$ cat config.mk
export PLATFORM = sky130hd
export DESIGN_NAME = lrie_exec
export DESIGN_NICKNAME = d
export VERILOG_FILES = /design/src/verilog/lrie_stack.sv /design/src/verilog/lrie_exec.sv
export SDC_FILE = /design/constraint.sdc
export NUM_CORES = 1
export LEC_CHECK = 0
export BUFFER_PORTS_ARGS = -buffer_cell sky130_fd_sc_hd__buf_4
export CORE_MARGIN = 3
export CORE_UTILIZATION = 50
export DETAILED_ROUTE_END_ITERATION = 8
export GPL_TIMING_DRIVEN = 0
export HOLD_SLACK_MARGIN = 0.12
export PLACE_DENSITY = 0.7
export SLEW_MARGIN = 20
export SYNTH_ARGS = -nofsm -noshare
export SYNTH_HDL_FRONTEND = slang
export SYNTH_SLANG_ARGS = --single-unit
$ cat constraint.sdc
create_clock -name clk -period 2.3 [get_ports clk]
set_input_delay 0.46 -clock clk [delete_from_list [all_inputs] [get_ports clk]]
set_output_delay 0.46 -clock clk [all_outputs]
set_load 0.01 [all_outputs]
$ cat src/verilog/lrie_stack.sv
// package of shared constants and the return-address stack memory
package lrie_pkg;
	// ---------------------------------------------------------------
	// widths and reset values
	// ---------------------------------------------------------------
	localparam int INSTR_W = 14;
	localparam int DATA_W = 8;
	localparam int PC_W = 13;
	localparam int STACK_DEPTH = 8;
	localparam logic [7:0] WORK_RESET = 8'h00;
	localparam logic [12:0] PC_RESET = 13'h0000;
	localparam logic GIE_RESET = 1'b0;
	localparam int GIE_BIT = 7;
	// ---------------------------------------------------------------
	// opcode fields
	// ---------------------------------------------------------------
	localparam int LIT_LSB = 0;
	localparam int OPC_LSB = 10;
	localparam logic [3:0] OPC_LOAD_LIT = 4'hC;
	localparam logic [3:0] OPC_RET_LIT = 4'hD;
	localparam logic [13:0] OP_RETURN = 14'h0008;
	localparam logic [13:0] OP_RET_IRQ = 14'h0009;
	localparam logic [13:0] NOP_MASK = 14'h3F9F;
	localparam logic [13:0] NOP_VALUE = 14'h0000;
	// ---------------------------------------------------------------
	// cycle counts
	// ---------------------------------------------------------------
	localparam int CYC_SINGLE = 1;
	localparam int CYC_RETURN = 2;
	typedef enum logic [0:0] {LRIE_EXEC, LRIE_FLUSH} lrie_state_t;
endpackage

`timescale 1ns/1ps
module lrie_stack #(
	parameter int DEPTH = lrie_pkg::STACK_DEPTH,
	parameter int WIDTH = lrie_pkg::PC_W
) (
	// clock and reset
	input wire logic clk,
	input wire logic rstSync_n,
	input wire logic ce,
	// stack operations
	input wire logic push,
	input wire logic [WIDTH-1:0] pushData,
	input wire logic pop,
	output logic [WIDTH-1:0] topOfStack
);
	localparam int PW = $clog2(DEPTH);
	logic [WIDTH-1:0] mem [DEPTH];
	logic [PW-1:0] ptr_reg;
	logic [PW-1:0] below;
	// overflow wraps silently, as a circular stack does
	assign below = ptr_reg - PW'(2);

	always_ff @(posedge clk) begin
		if (ce && push) begin
			mem[ptr_reg] <= pushData;
		end
	end

	always_ff @(posedge clk or negedge rstSync_n) begin
		if (!rstSync_n) begin
			ptr_reg <= '0;
		end else if (ce && push) begin
			ptr_reg <= ptr_reg + PW'(1);
		end else if (ce && pop) begin
			ptr_reg <= ptr_reg - PW'(1);
		end
	end

	// top is kept in a register so the return path sees no memory read delay
	always_ff @(posedge clk or negedge rstSync_n) begin
		if (!rstSync_n) begin
			topOfStack <= '0;
		end else if (ce && push) begin
			topOfStack <= pushData;
		end else if (ce && pop) begin
			topOfStack <= mem[below];
		end
	end
endmodule // lrie_stack

$ cat src/verilog/lrie_exec.sv
// execution of load-literal, no-operation and the three return instructions
`timescale 1ns/1ps
// Behaviour
// RQ1 - Load-literal puts its 8-bit immediate in the working register in one cycle, flags untouched.
// RQ2 - No-operation only advances the program counter, taking one word and one cycle.
// RQ3 - Return-from-irq pops the stack into the program counter in two cycles, flags untouched.
// RQ4 - Return-from-irq also sets the global interrupt enable bit, bit 7 of the irq control register.
// RQ5 - Return-with-literal loads its 8-bit immediate into the working register, flags untouched.
// RQ6 - Return-with-literal loads the program counter from the stack top and takes two cycles.
// RQ7 - Return-from-subroutine pops the stack into the program counter in two cycles.
module lrie_exec (
	// clock and reset
	input wire logic clk,
	input wire logic rst_n,
	input wire logic ce,
	// instruction word at pcOut
	input wire logic [13:0] instrWord,
	input wire logic instrValid,
	// call and interrupt entry from the rest of the core
	input wire logic pushReq,
	input wire logic [12:0] pushAddr,
	input wire logic irqEntry,
	// core state
	output logic [7:0] workReg,
	output logic [12:0] pcOut,
	output logic [7:0] irqControlReg,
	output logic instrDone,
	output logic busy
);
	// ---------------------------------------------------------------
	// reset release
	// ---------------------------------------------------------------
	// asynchronous assert, synchronous release, so no flop leaves reset on a later edge
	logic rstMeta_n;
	logic rstSync_n;
	always_ff @(posedge clk or negedge rst_n) begin
		if (!rst_n) begin
			rstMeta_n <= 1'b0;
			rstSync_n <= 1'b0;
		end else begin
			rstMeta_n <= 1'b1;
			rstSync_n <= rstMeta_n;
		end
	end

	// ---------------------------------------------------------------
	// decode
	// ---------------------------------------------------------------
	lrie_pkg::lrie_state_t state_reg;
	logic [7:0] literal;
	logic isLoadLit;
	logic isRetLit;
	logic isReturn;
	logic isRetIrq;
	logic isNop;
	logic isRet;
	logic exec;
	logic [12:0] topOfStack;
	logic global_irq_enable_bit;

	assign literal = instrWord[lrie_pkg::LIT_LSB +: lrie_pkg::DATA_W];
	assign isLoadLit = instrWord[13:lrie_pkg::OPC_LSB] == lrie_pkg::OPC_LOAD_LIT;
	assign isRetLit = instrWord[13:lrie_pkg::OPC_LSB] == lrie_pkg::OPC_RET_LIT;
	assign isReturn = instrWord == lrie_pkg::OP_RETURN;
	assign isRetIrq = instrWord == lrie_pkg::OP_RET_IRQ;
	// bits 6:5 of a no-operation assemble as zero, but any value there is tolerated
	assign isNop = (instrWord & lrie_pkg::NOP_MASK) == lrie_pkg::NOP_VALUE;
	assign isRet = isRetLit || isReturn || isRetIrq;
	// the flush cycle ignores the bus, so a word offered then is not executed
	assign exec = ce && instrValid && (state_reg == lrie_pkg::LRIE_EXEC);
	assign busy = state_reg == lrie_pkg::LRIE_FLUSH;

	// ---------------------------------------------------------------
	// return stack
	// ---------------------------------------------------------------
	lrie_stack #(
		.DEPTH(lrie_pkg::STACK_DEPTH),
		.WIDTH(lrie_pkg::PC_W)
	) u_stack (
		.clk(clk),
		.rstSync_n(rstSync_n),
		.ce(ce),
		// a push in the cycle of a return is dropped: the return owns the stack then
		.push(pushReq && !(exec && isRet)),
		.pushData(pushAddr),
		.pop(exec && isRet), // RQ3 RQ6 RQ7
		.topOfStack(topOfStack)
	);

	// ---------------------------------------------------------------
	// sequencing: returns spend a second, idle cycle
	// ---------------------------------------------------------------
	always_ff @(posedge clk or negedge rstSync_n) begin
		if (!rstSync_n) begin
			state_reg <= lrie_pkg::LRIE_EXEC;
		end else if (ce) begin
			case (state_reg)
				lrie_pkg::LRIE_EXEC: begin
					if (exec && isRet) begin
						state_reg <= lrie_pkg::LRIE_FLUSH; // RQ3 RQ6 RQ7
					end
				end
				lrie_pkg::LRIE_FLUSH: begin
					state_reg <= lrie_pkg::LRIE_EXEC;
				end
				default: begin
					state_reg <= lrie_pkg::LRIE_EXEC;
				end
			endcase
		end
	end

	always_ff @(posedge clk or negedge rstSync_n) begin
		if (!rstSync_n) begin
			instrDone <= 1'b0;
		end else if (ce) begin
			// single-cycle words pulse with their result, returns after the idle cycle
			instrDone <= (exec && !isRet) || busy;
		end
	end

	// ---------------------------------------------------------------
	// program counter
	// ---------------------------------------------------------------
	always_ff @(posedge clk or negedge rstSync_n) begin
		if (!rstSync_n) begin
			pcOut <= lrie_pkg::PC_RESET;
		end else if (exec && isRet) begin
			pcOut <= topOfStack; // RQ3 RQ6 RQ7
		end else if (exec) begin
			// unlisted opcodes land here as well and only advance the counter
			pcOut <= pcOut + 13'h0001; // RQ2
		end
	end

	// ---------------------------------------------------------------
	// working register
	// ---------------------------------------------------------------
	always_ff @(posedge clk or negedge rstSync_n) begin
		if (!rstSync_n) begin
			workReg <= lrie_pkg::WORK_RESET;
		end else if (exec && (isLoadLit || isRetLit)) begin
			workReg <= literal; // RQ1 RQ5
		end
	end

	// ---------------------------------------------------------------
	// global interrupt enable
	// ---------------------------------------------------------------
	// the return wins over a simultaneous interrupt entry so the enable is not lost
	always_ff @(posedge clk or negedge rstSync_n) begin
		if (!rstSync_n) begin
			global_irq_enable_bit <= lrie_pkg::GIE_RESET;
		end else if (exec && isRetIrq) begin
			global_irq_enable_bit <= 1'b1; // RQ4
		end else if (ce && irqEntry) begin
			global_irq_enable_bit <= 1'b0;
		end
	end
	// the other bits belong to interrupt sources outside this block and read 0 here
	assign irqControlReg = {global_irq_enable_bit, 7'h00};
endmodule // lrie_exec

==> summary.txt, run 1 <==
Yosys
  – Synth Area in XOR/XNOR: 0.00693
  – Top post-synthesis cells by area: edfxtp_1 49%, dfrtp_1 17%, mux4_2 9.3%, mux2i_1 7.0%, buf_4 1.4%
  – Register bit total from synthesis: between 100 and 150
  – Sequential-to-total area share from yosys stat: 0.661
  – Synthesized-area fraction occupied by adder cells: 0.0131
  – Area share of the largest cell type after synthesis: 0.494
  – Library cells used by synthesis: slightly below 60
  – Mean Syn Cell Area: roughly 17 um^2
  – Largest family of logic cells by synthesized area: multiplexers
  – Mux contribution to synthesized area: 0.184
  – Area leader, netlist: edfxtp_1
  – Mapped cell area: 6320 um^2
  – Post-synthesis simple-gate area fraction: 0.0663
  – Synth Area in Compound Gates: 0.0350
  – Synth Instances: roughly 360
  – Yosys synthesis warning count: 0

Power and ir drop
  – Leak pwr: about 3 nW
  – Worst IR Drop VDD: between 0.5 and 0.6 mV
  – Total power: about 8.4 mW
  – Power per cell area: 1080 nW/um^2

Setup path
  – Worst EP arrival: ~2.6 ns
  – R2R depth: 9
  – Crit path cell chain: and3b_1, buf_4, a21oi_4, inv_4, fa_2, nor3b_1, o21a_1, a311oi_1, nand3_1
  – Critical Path End Type: flop
  – CP peak stage delay: around 0.40 ns
  – Critical Path RT: 2.58 ns
  – Slowest CP cell: fa_2
  – Top delay family on crit path: compound AO/OA/AOI/OAI gates
  – Critical path class: flop to flop
  – Startpoint Class: flop
  – CP Depth: 9
  – Max FO, Critical Path: 8
  – WP buf/inv: 2

Drt
  – Routed Antenna Nets: 0
  – DRT Pass-1 Iters: 4
  – Post-route DRC: 0
  – Initial DRC Count: around 210
  – Routed WL: ~13000 um
  – Via count: roughly 3500
  – Vias per cell: about 5.5
  – Routed length per instance: 20.1 um

Clock network
  – Inserted Clock Buffers: 17
  – CTS tree: yes
  – Num Clock Sinks: roughly 150
  – Htree depth: 4
  – Clock buffer depth: 2
  – Clock-pin transition on the worst setup and hold timing paths: around 0.06 ns
  – CTS root buf: clkbuf_16
  – Insertion delay to the later sink of the worst-skew pair: 0.42 ns

Run status
  – Status: completed

Final layout
  – ANT cells: 0
  – Commonest non-fill, non-tap cell in the layout: edfxtp_1
  – Area growth from synthesis to layout: 22.9%
  – Cell area after layout: about 7800 um^2
  – Max reg flops: between 100 and 150
  – Filler cell count: ~860
  – Commonest non-fill, non-tap cells in the layout: 104 x edfxtp_1, 77 x buf_4, 44 x mux2i_1
  – Fin nets: 493
  – Reg with most FFs: u_stack.mem
  – Layout cells sized above 1: 0.381
  – Layout Cells excl Fill: around 640
  – Top flop regs: u_stack.mem: 104 flops, pcOut: 13 flops, u_stack.topOfStack: 13 flops
  – Post-Route Utilization: 0.638

Placed design
  – Post-detail-place hpwl: 8400 um
  – Port Buffer Count: 55
  – Gpl congestion: about 0.81
  – Post-DP Area: slightly above 7000 um^2
  – Dpl cells: 599

STA
  – Slew HR: 0.427
  – Setup violators final: 0
  – RSZ-0062 raised after global routing: true
  – Final hold vios: 0
  – Clk_skew: around 0.011 ns
  – Period minus WS final: ~2.3 ns
  – Total negative slack: 0 ns
  – Achievable Freq: roughly 0.44 GHz
  – Max-slew violations: 0
  – Worst-margin pin slew: roughly 0.86 ns
  – Crit share post-route: 0.986

Worst hold path
  – Worst hold path type: flop to asynchronous set/reset pin

Floorplan
  – Die W: roughly 120 um
  – Rows: 40
  – Die Ht: 118 um
  – Initial Utilization: 0.520
  – Core ar.: 12200 um^2
  – Die area: 14000 um^2
  – IO Pins: 64

Global routing
  – Global-route wire length before repair: between 15000 and 20000 um
  – Total grt overflow: 0
  – Vias in the first global route: about 3500
  – Largest net degree at the start of global routing: 23
  – Initial antenna violation count: 0
  – GRT Util Overall: 0.190

Job
  – # Max-Cap Violations: 0
[stage by stage]
step,hold slack (ns),setup slack (ns)
5_1_grt,0.235,-0.0787
4_1_cts,0.226,0.0141
3_3_place_gp,0.243,-1.37
6_report,0.239,0.0331
2_1_floorplan,0.164,-0.257
3_5_place_dp,0.244,-0.671
[cells in the mapped netlist, drive strengths merged]
cell type	number
edfxtp	104
mux2i	44
dfrtp	42
mux4	26
buf	22
nand3	14
nand2	13
mux2	12
a21oi	9
nor2	8
inv	6
o21ai	6
and3	5
ha	5
nor3b	5
nor3	4
a2bb2oi	3
clkbuf	3
nand4	3
xnor2	3
and4	2
conb	2
o21a	2
or3	2
xor2	2
a211o	1
a22oi	1
a311oi	1
a31o	1
a32o	1
and3b	1
fa	1
nand3b	1
nand4b	1
nor4	1
nor4b	1
o211ai	1
o221ai	1
o22a	1
o311ai	1
or4	1
[layout make-up]
cell class,instances,area [um^2],area share
clock buffers,19,443,0.0570
flip-flops and latches,146,4180,0.538
well taps,168,210,0.0271
repair buffers,67,533,0.0686
clock inverters,13,160,0.0206
inverters,6,25.0,0.00322
multi-input cells,192,2020,0.260
plain buffers,24,196,0.0253
[worst paths after layout]
path                       slack, ns                                 to           startpoint
max                             0.03     u_stack.ptr_reg[2]$_DFFE_PN0P_     busy$_DFFE_PN0P_
min                             0.24  u_stack.topOfStack[3]$_DFFE_PN0P_  rstSync_n$_DFF_PN0_
max reg2reg                     0.03     u_stack.ptr_reg[2]$_DFFE_PN0P_     busy$_DFFE_PN0P_
min reg2reg                     0.24  u_stack.topOfStack[3]$_DFFE_PN0P_  rstSync_n$_DFF_PN0_
max in group asynchronous       1.57                   busy$_DFFE_PN0P_  rstSync_n$_DFF_PN0_
min in group clk                0.25              instrDone$_DFFE_PN0P_                   ce
[logic make-up after synthesis]
logic type,after synthesis
AOI/OAI and AO/OA,29
xor gates and xnor gates,5
buffers and inverters,31
other,2
DFF,146
and+or+nand+nor,62
adders and majority gates,6
muxes,82
[where the power goes]
group          switching, mW  leakage (nW)  internal [mW]
sequential             0.240          1.45           3.16
combinational           1.10          1.30           1.15
clock                   1.04         0.295           1.73
total                   2.38          3.05           6.04
[repair_timing]
item / in CTS / in global routing
gates resized for setup: 7 / 6
setup endpoints to repair: 69 / 45
setup buffers: 1 / 3
pin swaps: 0 / 1
endpoints found under the hold margin: 2 / 0
hold buffers: 1 / 0
[per-layer routing]
layer / share of wire / wire length [um] / GRT usage
met3: 0.056 / 720 / 0.0536
met2: 0.49 / 6210 / 0.302
met5: 0 / 0 / 0
met1: 0.44 / 5610 / 0.253
met4: 0.017 / 216 / 0.0681
Note: power is estimated with default switching activity, not from simulation.
==> run 2: changes to the inputs <==
Clock period 2.3 ns to 2.25 ns, I/O delays scaled along.
==> run 2 against run 1 <==
Clock skew down 0.0060 ns. Sequential power is 2% higher. Cell area about the same. Clock power rose by 3%. Critical path type unchanged. Largest cell class unchanged. Largest power group unchanged.
==> summary.txt, run 2 (synthesis results as in run 1) <==
Drt
  – Routed Antenna Nets: 0 (unchanged)
  – Post-route DRC: 0 (unchanged)
  – DRT Pass-1 Iters: 5 (+1)
  – Routed WL: 12700 um (about the same)
  – Initial DRC Count: 223 (+7.2%)
  – Vias per cell: 5.52 (+0.82%)
  – Routed length per instance: 20.0 um (-0.25%)
  – Via count: 3512 (+0.98%)

Global routing
  – Largest net degree at the start of global routing: 23 (unchanged)
  – Vias in the first global route: 3521 (-0.14%)
  – GRT Util Overall: 0.190 (unchanged)
  – Initial antenna violation count: 0 (unchanged)
  – Global-route wire length before repair: 19900 um (about the same)
  – Total grt overflow: 0 (unchanged)

Worst hold path
  – Worst hold path type: flop to asynchronous set/reset pin

Setup path
  – CP Depth: 9 (unchanged)
  – Crit path cell chain: and3b_1, buf_4, a21oi_4, inv_4, fa_2, nor3b_1, o21a_1, a311oi_1, nand3_1
  – Critical path class: flop to flop
  – Worst EP arrival: 2.53 ns (-0.02 ns)
  – WP buf/inv: 2 (unchanged)
  – Top delay family on crit path: compound AO/OA/AOI/OAI gates
  – Slowest CP cell: fa_2
  – Critical Path RT: 2.53 ns (-0.05 ns)
  – Max FO, Critical Path: 8 (unchanged)
  – Startpoint Class: flop
  – R2R depth: 9 (unchanged)
  – CP peak stage delay: 0.40 ns (about the same)
  – Critical Path End Type: flop

STA
  – RSZ-0062 raised after global routing: true
  – Worst hold slack: 0.237 ns (-0.00202 ns)
  – Max-slew violations: 0 (unchanged)
  – Final hold vios: 0 (unchanged)
  – Worst-margin pin slew: 0.857 ns (-0.00192 ns)
  – Period minus WS final: 2.25 ns (-0.0213 ns)
  – Slew HR: 0.428 (+0.00128)
  – Setup violators final: 0 (unchanged)
  – Achievable Freq: 0.445 GHz (+0.95%)
  – Crit share post-route: 0.998 (+0.0124)
  – Clk_skew: 0.00539 ns (-0.00603 ns)

Clock network
  – CTS tree: yes
  – Num Clock Sinks: 146 (unchanged)
  – Htree depth: 4 (unchanged)
  – CTS root buf: clkbuf_16
  – Clock buffer depth: 2 (unchanged)
  – Clock-pin transition on the worst setup and hold timing paths: 0.06 ns (about the same)
  – Inserted Clock Buffers: 17 (unchanged)
  – Insertion delay to the later sink of the worst-skew pair: 0.41 ns (about the same)

Placed design
  – Gpl congestion: 0.806 (unchanged)
  – Port Buffer Count: 55 (unchanged)
  – Dpl cells: 599 (unchanged)
  – Post-detail-place hpwl: 8400 um (unchanged)

Floorplan
  – Rows: 40 (unchanged)
  – Core ar.: 12200 um^2 (unchanged)
  – Die area: 14000 um^2 (unchanged)
  – Die W: 118 um (unchanged)
  – Die Ht: 118 um (unchanged)
  – Initial Utilization: 0.520 (unchanged)
  – IO Pins: 64 (unchanged)

Power and ir drop
  – Clk pwr share: 0.329 (about the same)
  – Cell-internal power: 6.19 mW (+2.3%)
  – Power share of the combinational group: 0.268 (about the same)
  – Power per cell area: 1110 nW/um^2 (+2.4%)
  – Seq pwr share: 0.403 (about the same)
  – Leak pwr: 3.04 nW (about the same)
  – Worst IR Drop VDD: 0.518 mV (+2.3%)
  – Switching component of the power: 2.44 mW (+2.6%)
  – Switching share of power: 0.283 (+0.000416)
  – Total power: 8.62 mW (+2.4%)

Final layout
  – Commonest non-fill, non-tap cells in the layout: 104 x edfxtp_1, 78 x buf_4, 44 x mux2i_1
  – Max reg flops: 104 (unchanged)
  – Fin nets: 494 (+0.20%)
  – Commonest non-fill, non-tap cell in the layout: edfxtp_1
  – ANT cells: 0 (unchanged)
  – Top flop regs: u_stack.mem: 104 flops, pcOut: 13 flops, u_stack.topOfStack: 13 flops
  – Area growth from synthesis to layout: 22.9% (about the same)
  – Layout cells sized above 1: 0.385 (+0.00346)
  – Layout Cells excl Fill: 636 (+0.16%)
  – Reg with most FFs: u_stack.mem

Run status
  – Status: completed

Job
  – # Max-Cap Violations: 0 (unchanged)
[run 2: cell count changes in the layout (fill, tap and decap cells not counted), sizes merged]
cell	before	now
buf	88	89
[run 2: stage by stage]
stage / TNS [ns] / setup WS [ns] / cell area (um^2) / util
finish: 0 / 0.00442 / 7770 / 0.639
global route: -0.527 / -0.124 / 7770 / 0.639
CTS: 0 / 0.00460 / 7720 / 0.635
detailed placement: -30.72 / -0.721 / 7080 / 0.582
global placement: -89.07 / -1.42 / 6980 / 0.574
floorplan: -15.46 / -0.297 / 6350 / -
[run 2: worst reg2reg max path: cells and delay by family (launching register included)]
kind	cells	cell delay [ns]
compound gates	3	0.64
fa+ha+maj	1	0.40
buf+inv	2	0.27
flops	1	0.35
simple gates	3	0.46
[run 2: area by class of cell]
class | instances | area (um^2)
plain buffers | 24 | 196
clock buffers | 19 | 443
clock inverters | 13 | 160
fillers | 861 | 4400
inverters | 6 | 25.0
multi-input cells | 192 | 2020
flip-flops and latches | 146 | 4180
well taps | 168 | 210
repair buffers | 68 | 541
[run 2: per-layer routing]
metal | share of wire | global-route usage | vias up | wire length [um]
met5 | 0 | 0 | - | 0
met4 | 0.016 | 0.0681 | 0 | 206
met3 | 0.056 | 0.0541 | 17 | 714
met2 | 0.48 | 0.302 | 116 | 6100
met1 | 0.45 | 0.253 | 1779 | 5730
li1 | - | - | 1600 | -
[run 2: timing repair]
action,in CTS,in global routing
hold endpoints to repair,2,0
pin swaps,0,1
setup endpoints to repair,69,20
hold buffers,1,0
setup buffers,1,4
gates resized for setup,9,4
[run 2: worst paths after layout]
check | startpoint | slack, ns | to
min in group clk | ce | 0.24 | instrDone$_DFFE_PN0P_
worst max register to register | busy$_DFFE_PN0P_ | 0.004 | u_stack.ptr_reg[2]$_DFFE_PN0P_
worst min-delay path | rstSync_n$_DFF_PN0_ | 0.24 | workReg[1]$_DFFE_PN0P_
worst min register to register | rstSync_n$_DFF_PN0_ | 0.24 | workReg[1]$_DFFE_PN0P_
worst max-delay path | busy$_DFFE_PN0P_ | 0.004 | u_stack.ptr_reg[2]$_DFFE_PN0P_
max in group asynchronous | rstSync_n$_DFF_PN0_ | 1.53 | pcOut[10]$_DFFE_PN0P_
[run 2: power groups by stage]
| stage | combinational [mW] | sequential (mW) | clock, mW |
|---|---|---|---|
| after floorplan | 1.49 | 3.51 | 0 |
| after global placement | 2.12 | 3.51 | 0 |
| after detailed placement | 2.24 | 3.52 | 0 |
| after CTS | 2.31 | 3.47 | 2.89 |
| after global routing | 2.50 | 3.51 | 3.02 |
| final | 2.31 | 3.47 | 2.84 |
==> run 3: changes to the inputs <==
--- a/config.mk
+++ b/config.mk
@@ -14,3 +14,3 @@
 export PLACE_DENSITY = 0.7
-export SLEW_MARGIN = 20
+export SLEW_MARGIN = 40
 export SYNTH_ARGS = -nofsm -noshare
==> constraint.sdc (replaced) <==
create_clock -name clk -period 2.25 [get_ports clk]
set_input_delay 0.225 -clock clk [delete_from_list [all_inputs] [get_ports clk]]
set_output_delay 0.225 -clock clk [all_outputs]
set_load 0.01 [all_outputs]
==> run 3 against run 2 <==
Sequential power about the same. Maximum frequency decreased by 0.43%. Combinational power increased by 2%. Register-to-register slack about the same. Critical path depth unchanged. Non-clock buffer count increased by 24. Core utilization increased by 1.8 points. Largest cell class unchanged. First-iteration DRC count decreased by 8.1%. Critical endpoint unchanged. Via count increased by 5.5%. Total power decreased by 0.77%. Highest routed layer unchanged. Sequential cell count unchanged. Clock skew decreased by 0.00069 ns. The run now ends with setup timing left.
==> summary.txt, run 3 (synthesis results as in run 1) <==
Drt
  – DRT Pass-1 Iters: 4 (-1)
  – Routed WL: 13500 um (+5.7%)
  – Initial DRC Count: 205 (-8.1%)
  – Post-route DRC: 0 (unchanged)
  – Routed length per instance: 20.4 um (+1.8%)
  – Via count: 3704 (+5.5%)
  – Routed Antenna Nets: 0 (unchanged)
  – Vias per cell: 5.61 (+1.6%)

STA
  – Final hold vios: 0 (unchanged)
  – RSZ-0062 raised after global routing: true
  – Clk_skew: 0.00470 ns (-0.000689 ns)
  – PnR worst setup slack: -0.00532 ns (-0.00974 ns)
  – Setup violators final: 1 (+1)
  – Max-slew violations: 0 (unchanged)
  – Slew HR: 0.484 (+0.0555)
  – Crit share post-route: 1.00 (+0.00433)
  – Period minus WS final: 2.26 ns (+0.00974 ns)
  – Worst-margin pin slew: 0.774 ns (-0.0833 ns)
  – Worst hold slack: 0.153 ns (-0.0843 ns)
  – Achievable Freq: 0.443 GHz (-0.43%)

Power and ir drop
  – Power share of the combinational group: 0.275 (+0.007)
  – Worst IR Drop VDD: 0.517 mV (-0.34%)
  – Leak pwr: 3.12 nW (+2.5%)
  – Clk pwr share: 0.316 (-0.013)
  – Power per cell area: 1070 nW/um^2 (-3.5%)
  – Switching share of power: 0.290 (+0.00696)
  – Seq pwr share: 0.409 (+0.006)
  – Total power: 8.56 mW (-0.77%)
  – Switching component of the power: 2.48 mW (+1.7%)
  – Cell-internal power: 6.08 mW (-1.7%)

Global routing
  – Largest net degree at the start of global routing: 41 (+78%)
  – Vias in the first global route: 3733 (+6.0%)
  – Initial antenna violation count: 0 (unchanged)
  – Total grt overflow: 0 (unchanged)
  – Global-route wire length before repair: 21100 um (+5.7%)
  – GRT Util Overall: 0.200 (+0.00957)

Setup path
  – Critical Path RT: 2.54 ns (about the same)
  – Critical path class: flop to flop
  – R2R depth: 9 (unchanged)
  – Max FO, Critical Path: 8 (unchanged)
  – Critical Path End Type: flop
  – Worst EP arrival: 2.54 ns (about the same)
  – Startpoint Class: flop

Placed design
  – Gpl congestion: 0.781 (-3.1%)
  – Post-detail-place hpwl: 8530 um (+1.6%)
  – Port Buffer Count: 55 (unchanged)
  – Dpl cells: 600 (+0.17%)

Floorplan
  – Initial Utilization: 0.520 (unchanged)
  – Rows: 40 (unchanged)
  – Die W: 118 um (unchanged)
  – Core ar.: 12200 um^2 (unchanged)
  – Die Ht: 118 um (unchanged)
  – IO Pins: 64 (unchanged)
  – Die area: 14000 um^2 (unchanged)

Final layout
  – Commonest non-fill, non-tap cells in the layout: 104 x edfxtp_1, 76 x buf_4, 44 x mux2i_1
  – Layout cells sized above 1: 0.376 (-0.00860)
  – ANT cells: 0 (unchanged)
  – Area of the multi-input gates: 2040 um^2 (+1.2%)
  – Max reg flops: 104 (unchanged)
  – Reg with most FFs: u_stack.mem
  – Post-Route Utilization: 0.657 (+0.0183)
  – Top flop regs: u_stack.mem: 104 flops, pcOut: 13 flops, u_stack.topOfStack: 13 flops
  – Layout Cells excl Fill: 660 (+3.8%)
  – Register Area: 4180 um^2 (about the same)
  – Filler cell count: 859 (-0.23%)
  – Area growth from synthesis to layout: 26.4%
  – Commonest non-fill, non-tap cell in the layout: edfxtp_1
  – Fin nets: 518 (+4.9%)

Clock network
  – Clock buffer depth: 2 (unchanged)
  – Clock-pin transition on the worst setup and hold timing paths: 0.06 ns (about the same)
  – Insertion delay to the later sink of the worst-skew pair: 0.42 ns (about the same)
  – CTS root buf: clkbuf_16
  – CTS tree: yes
  – Htree depth: 4 (unchanged)
  – Num Clock Sinks: 146 (unchanged)
  – Inserted Clock Buffers: 17 (unchanged)

Run status
  – Status: complete, but fails checks
  – Failing checks: setup timing

Worst hold path
  – Hold Path Stages: 3
  – Worst hold path type: primary input to flop

Job
  – # Max-Cap Violations: 0 (unchanged)
## run 3: power by group through the flow
stage	sequential [mW]	combinational [mW]	clock, mW
after floorplan	3.51	1.49	0
after global placement	3.52	2.12	0
after detailed placement	3.54	2.22	0
after CTS	3.49	2.32	2.75
after global routing	3.53	2.53	2.86
final	3.50	2.36	2.71
## run 3: final cells by class
type,instances,area share
clock buffer,19,0.0542
timing repair buffer,92,0.0957
inverter,6,0.00313
clock inverter,13,0.0172
sequential,146,0.523
tap,168,0.0263
buffer,24,0.0252
multi-input combinational,192,0.255
## run 3: final timing paths
check                                     from                              to  slack [ns]
setup reg to reg              busy$_DFFE_PN0P_  u_stack.ptr_reg[2]$_DFFE_PN0P_      -0.005
min in group asynchronous  rstSync_n$_DFF_PN0_          workReg[5]$_DFFE_PN0P_        0.32
setup / recovery              busy$_DFFE_PN0P_  u_stack.ptr_reg[2]$_DFFE_PN0P_      -0.005
hold / removal                      instrValid           instrDone$_DFFE_PN0P_        0.15
hold reg to reg            rstSync_n$_DFF_PN0_          workReg[5]$_DFFE_PN0P_        0.32
max in group asynchronous                rst_n             rstSync_n$_DFF_PN0_        1.42
## run 3: repair_timing
| action | in CTS | in global routing |
|---|---|---|
| gates resized for setup | 7 | 15 |
| hold buffers | 25 | 0 |
| pin swaps | 0 | 5 |
| buffers inserted | 1 | 3 |
| hold endpoints to repair | 117 | 0 |
| setup endpoints to repair | 68 | 50 |
## run 3: per-stage QoR
stage                     worst slack (ns)  setup TNS [ns]  area (um^2)
after floorplan                     -0.251          -12.27         6350
after CTS                           0.0112               0         7900
after global routing                -0.119          -0.119         7990
final                             -0.00532        -0.00532         7990
after global placement               -1.47          -81.93         6970
after detailed placement            -0.737          -19.78         7050
## run 3: worst max-delay path, stage by stage, from the launching register on
cell,delay (ns)
dfrtp_1,0.36
and3b_1,0.19
buf_6,0.14
a21oi_4,0.22
inv_4,0.07
fa_2,0.44
nor3b_4,0.18
o21a_1,0.21
a311oi_2,0.20
nand3_1,0.11
## run 3: routing by layer
layer | up-vias | GRT usage | share of wire
met5 | - | 0 | 0
met4 | 0 | 0.0630 | 0.016
met3 | 17 | 0.0603 | 0.063
met2 | 132 | 0.324 | 0.50
met1 | 1900 | 0.261 | 0.42
li1 | 1655 | - | -
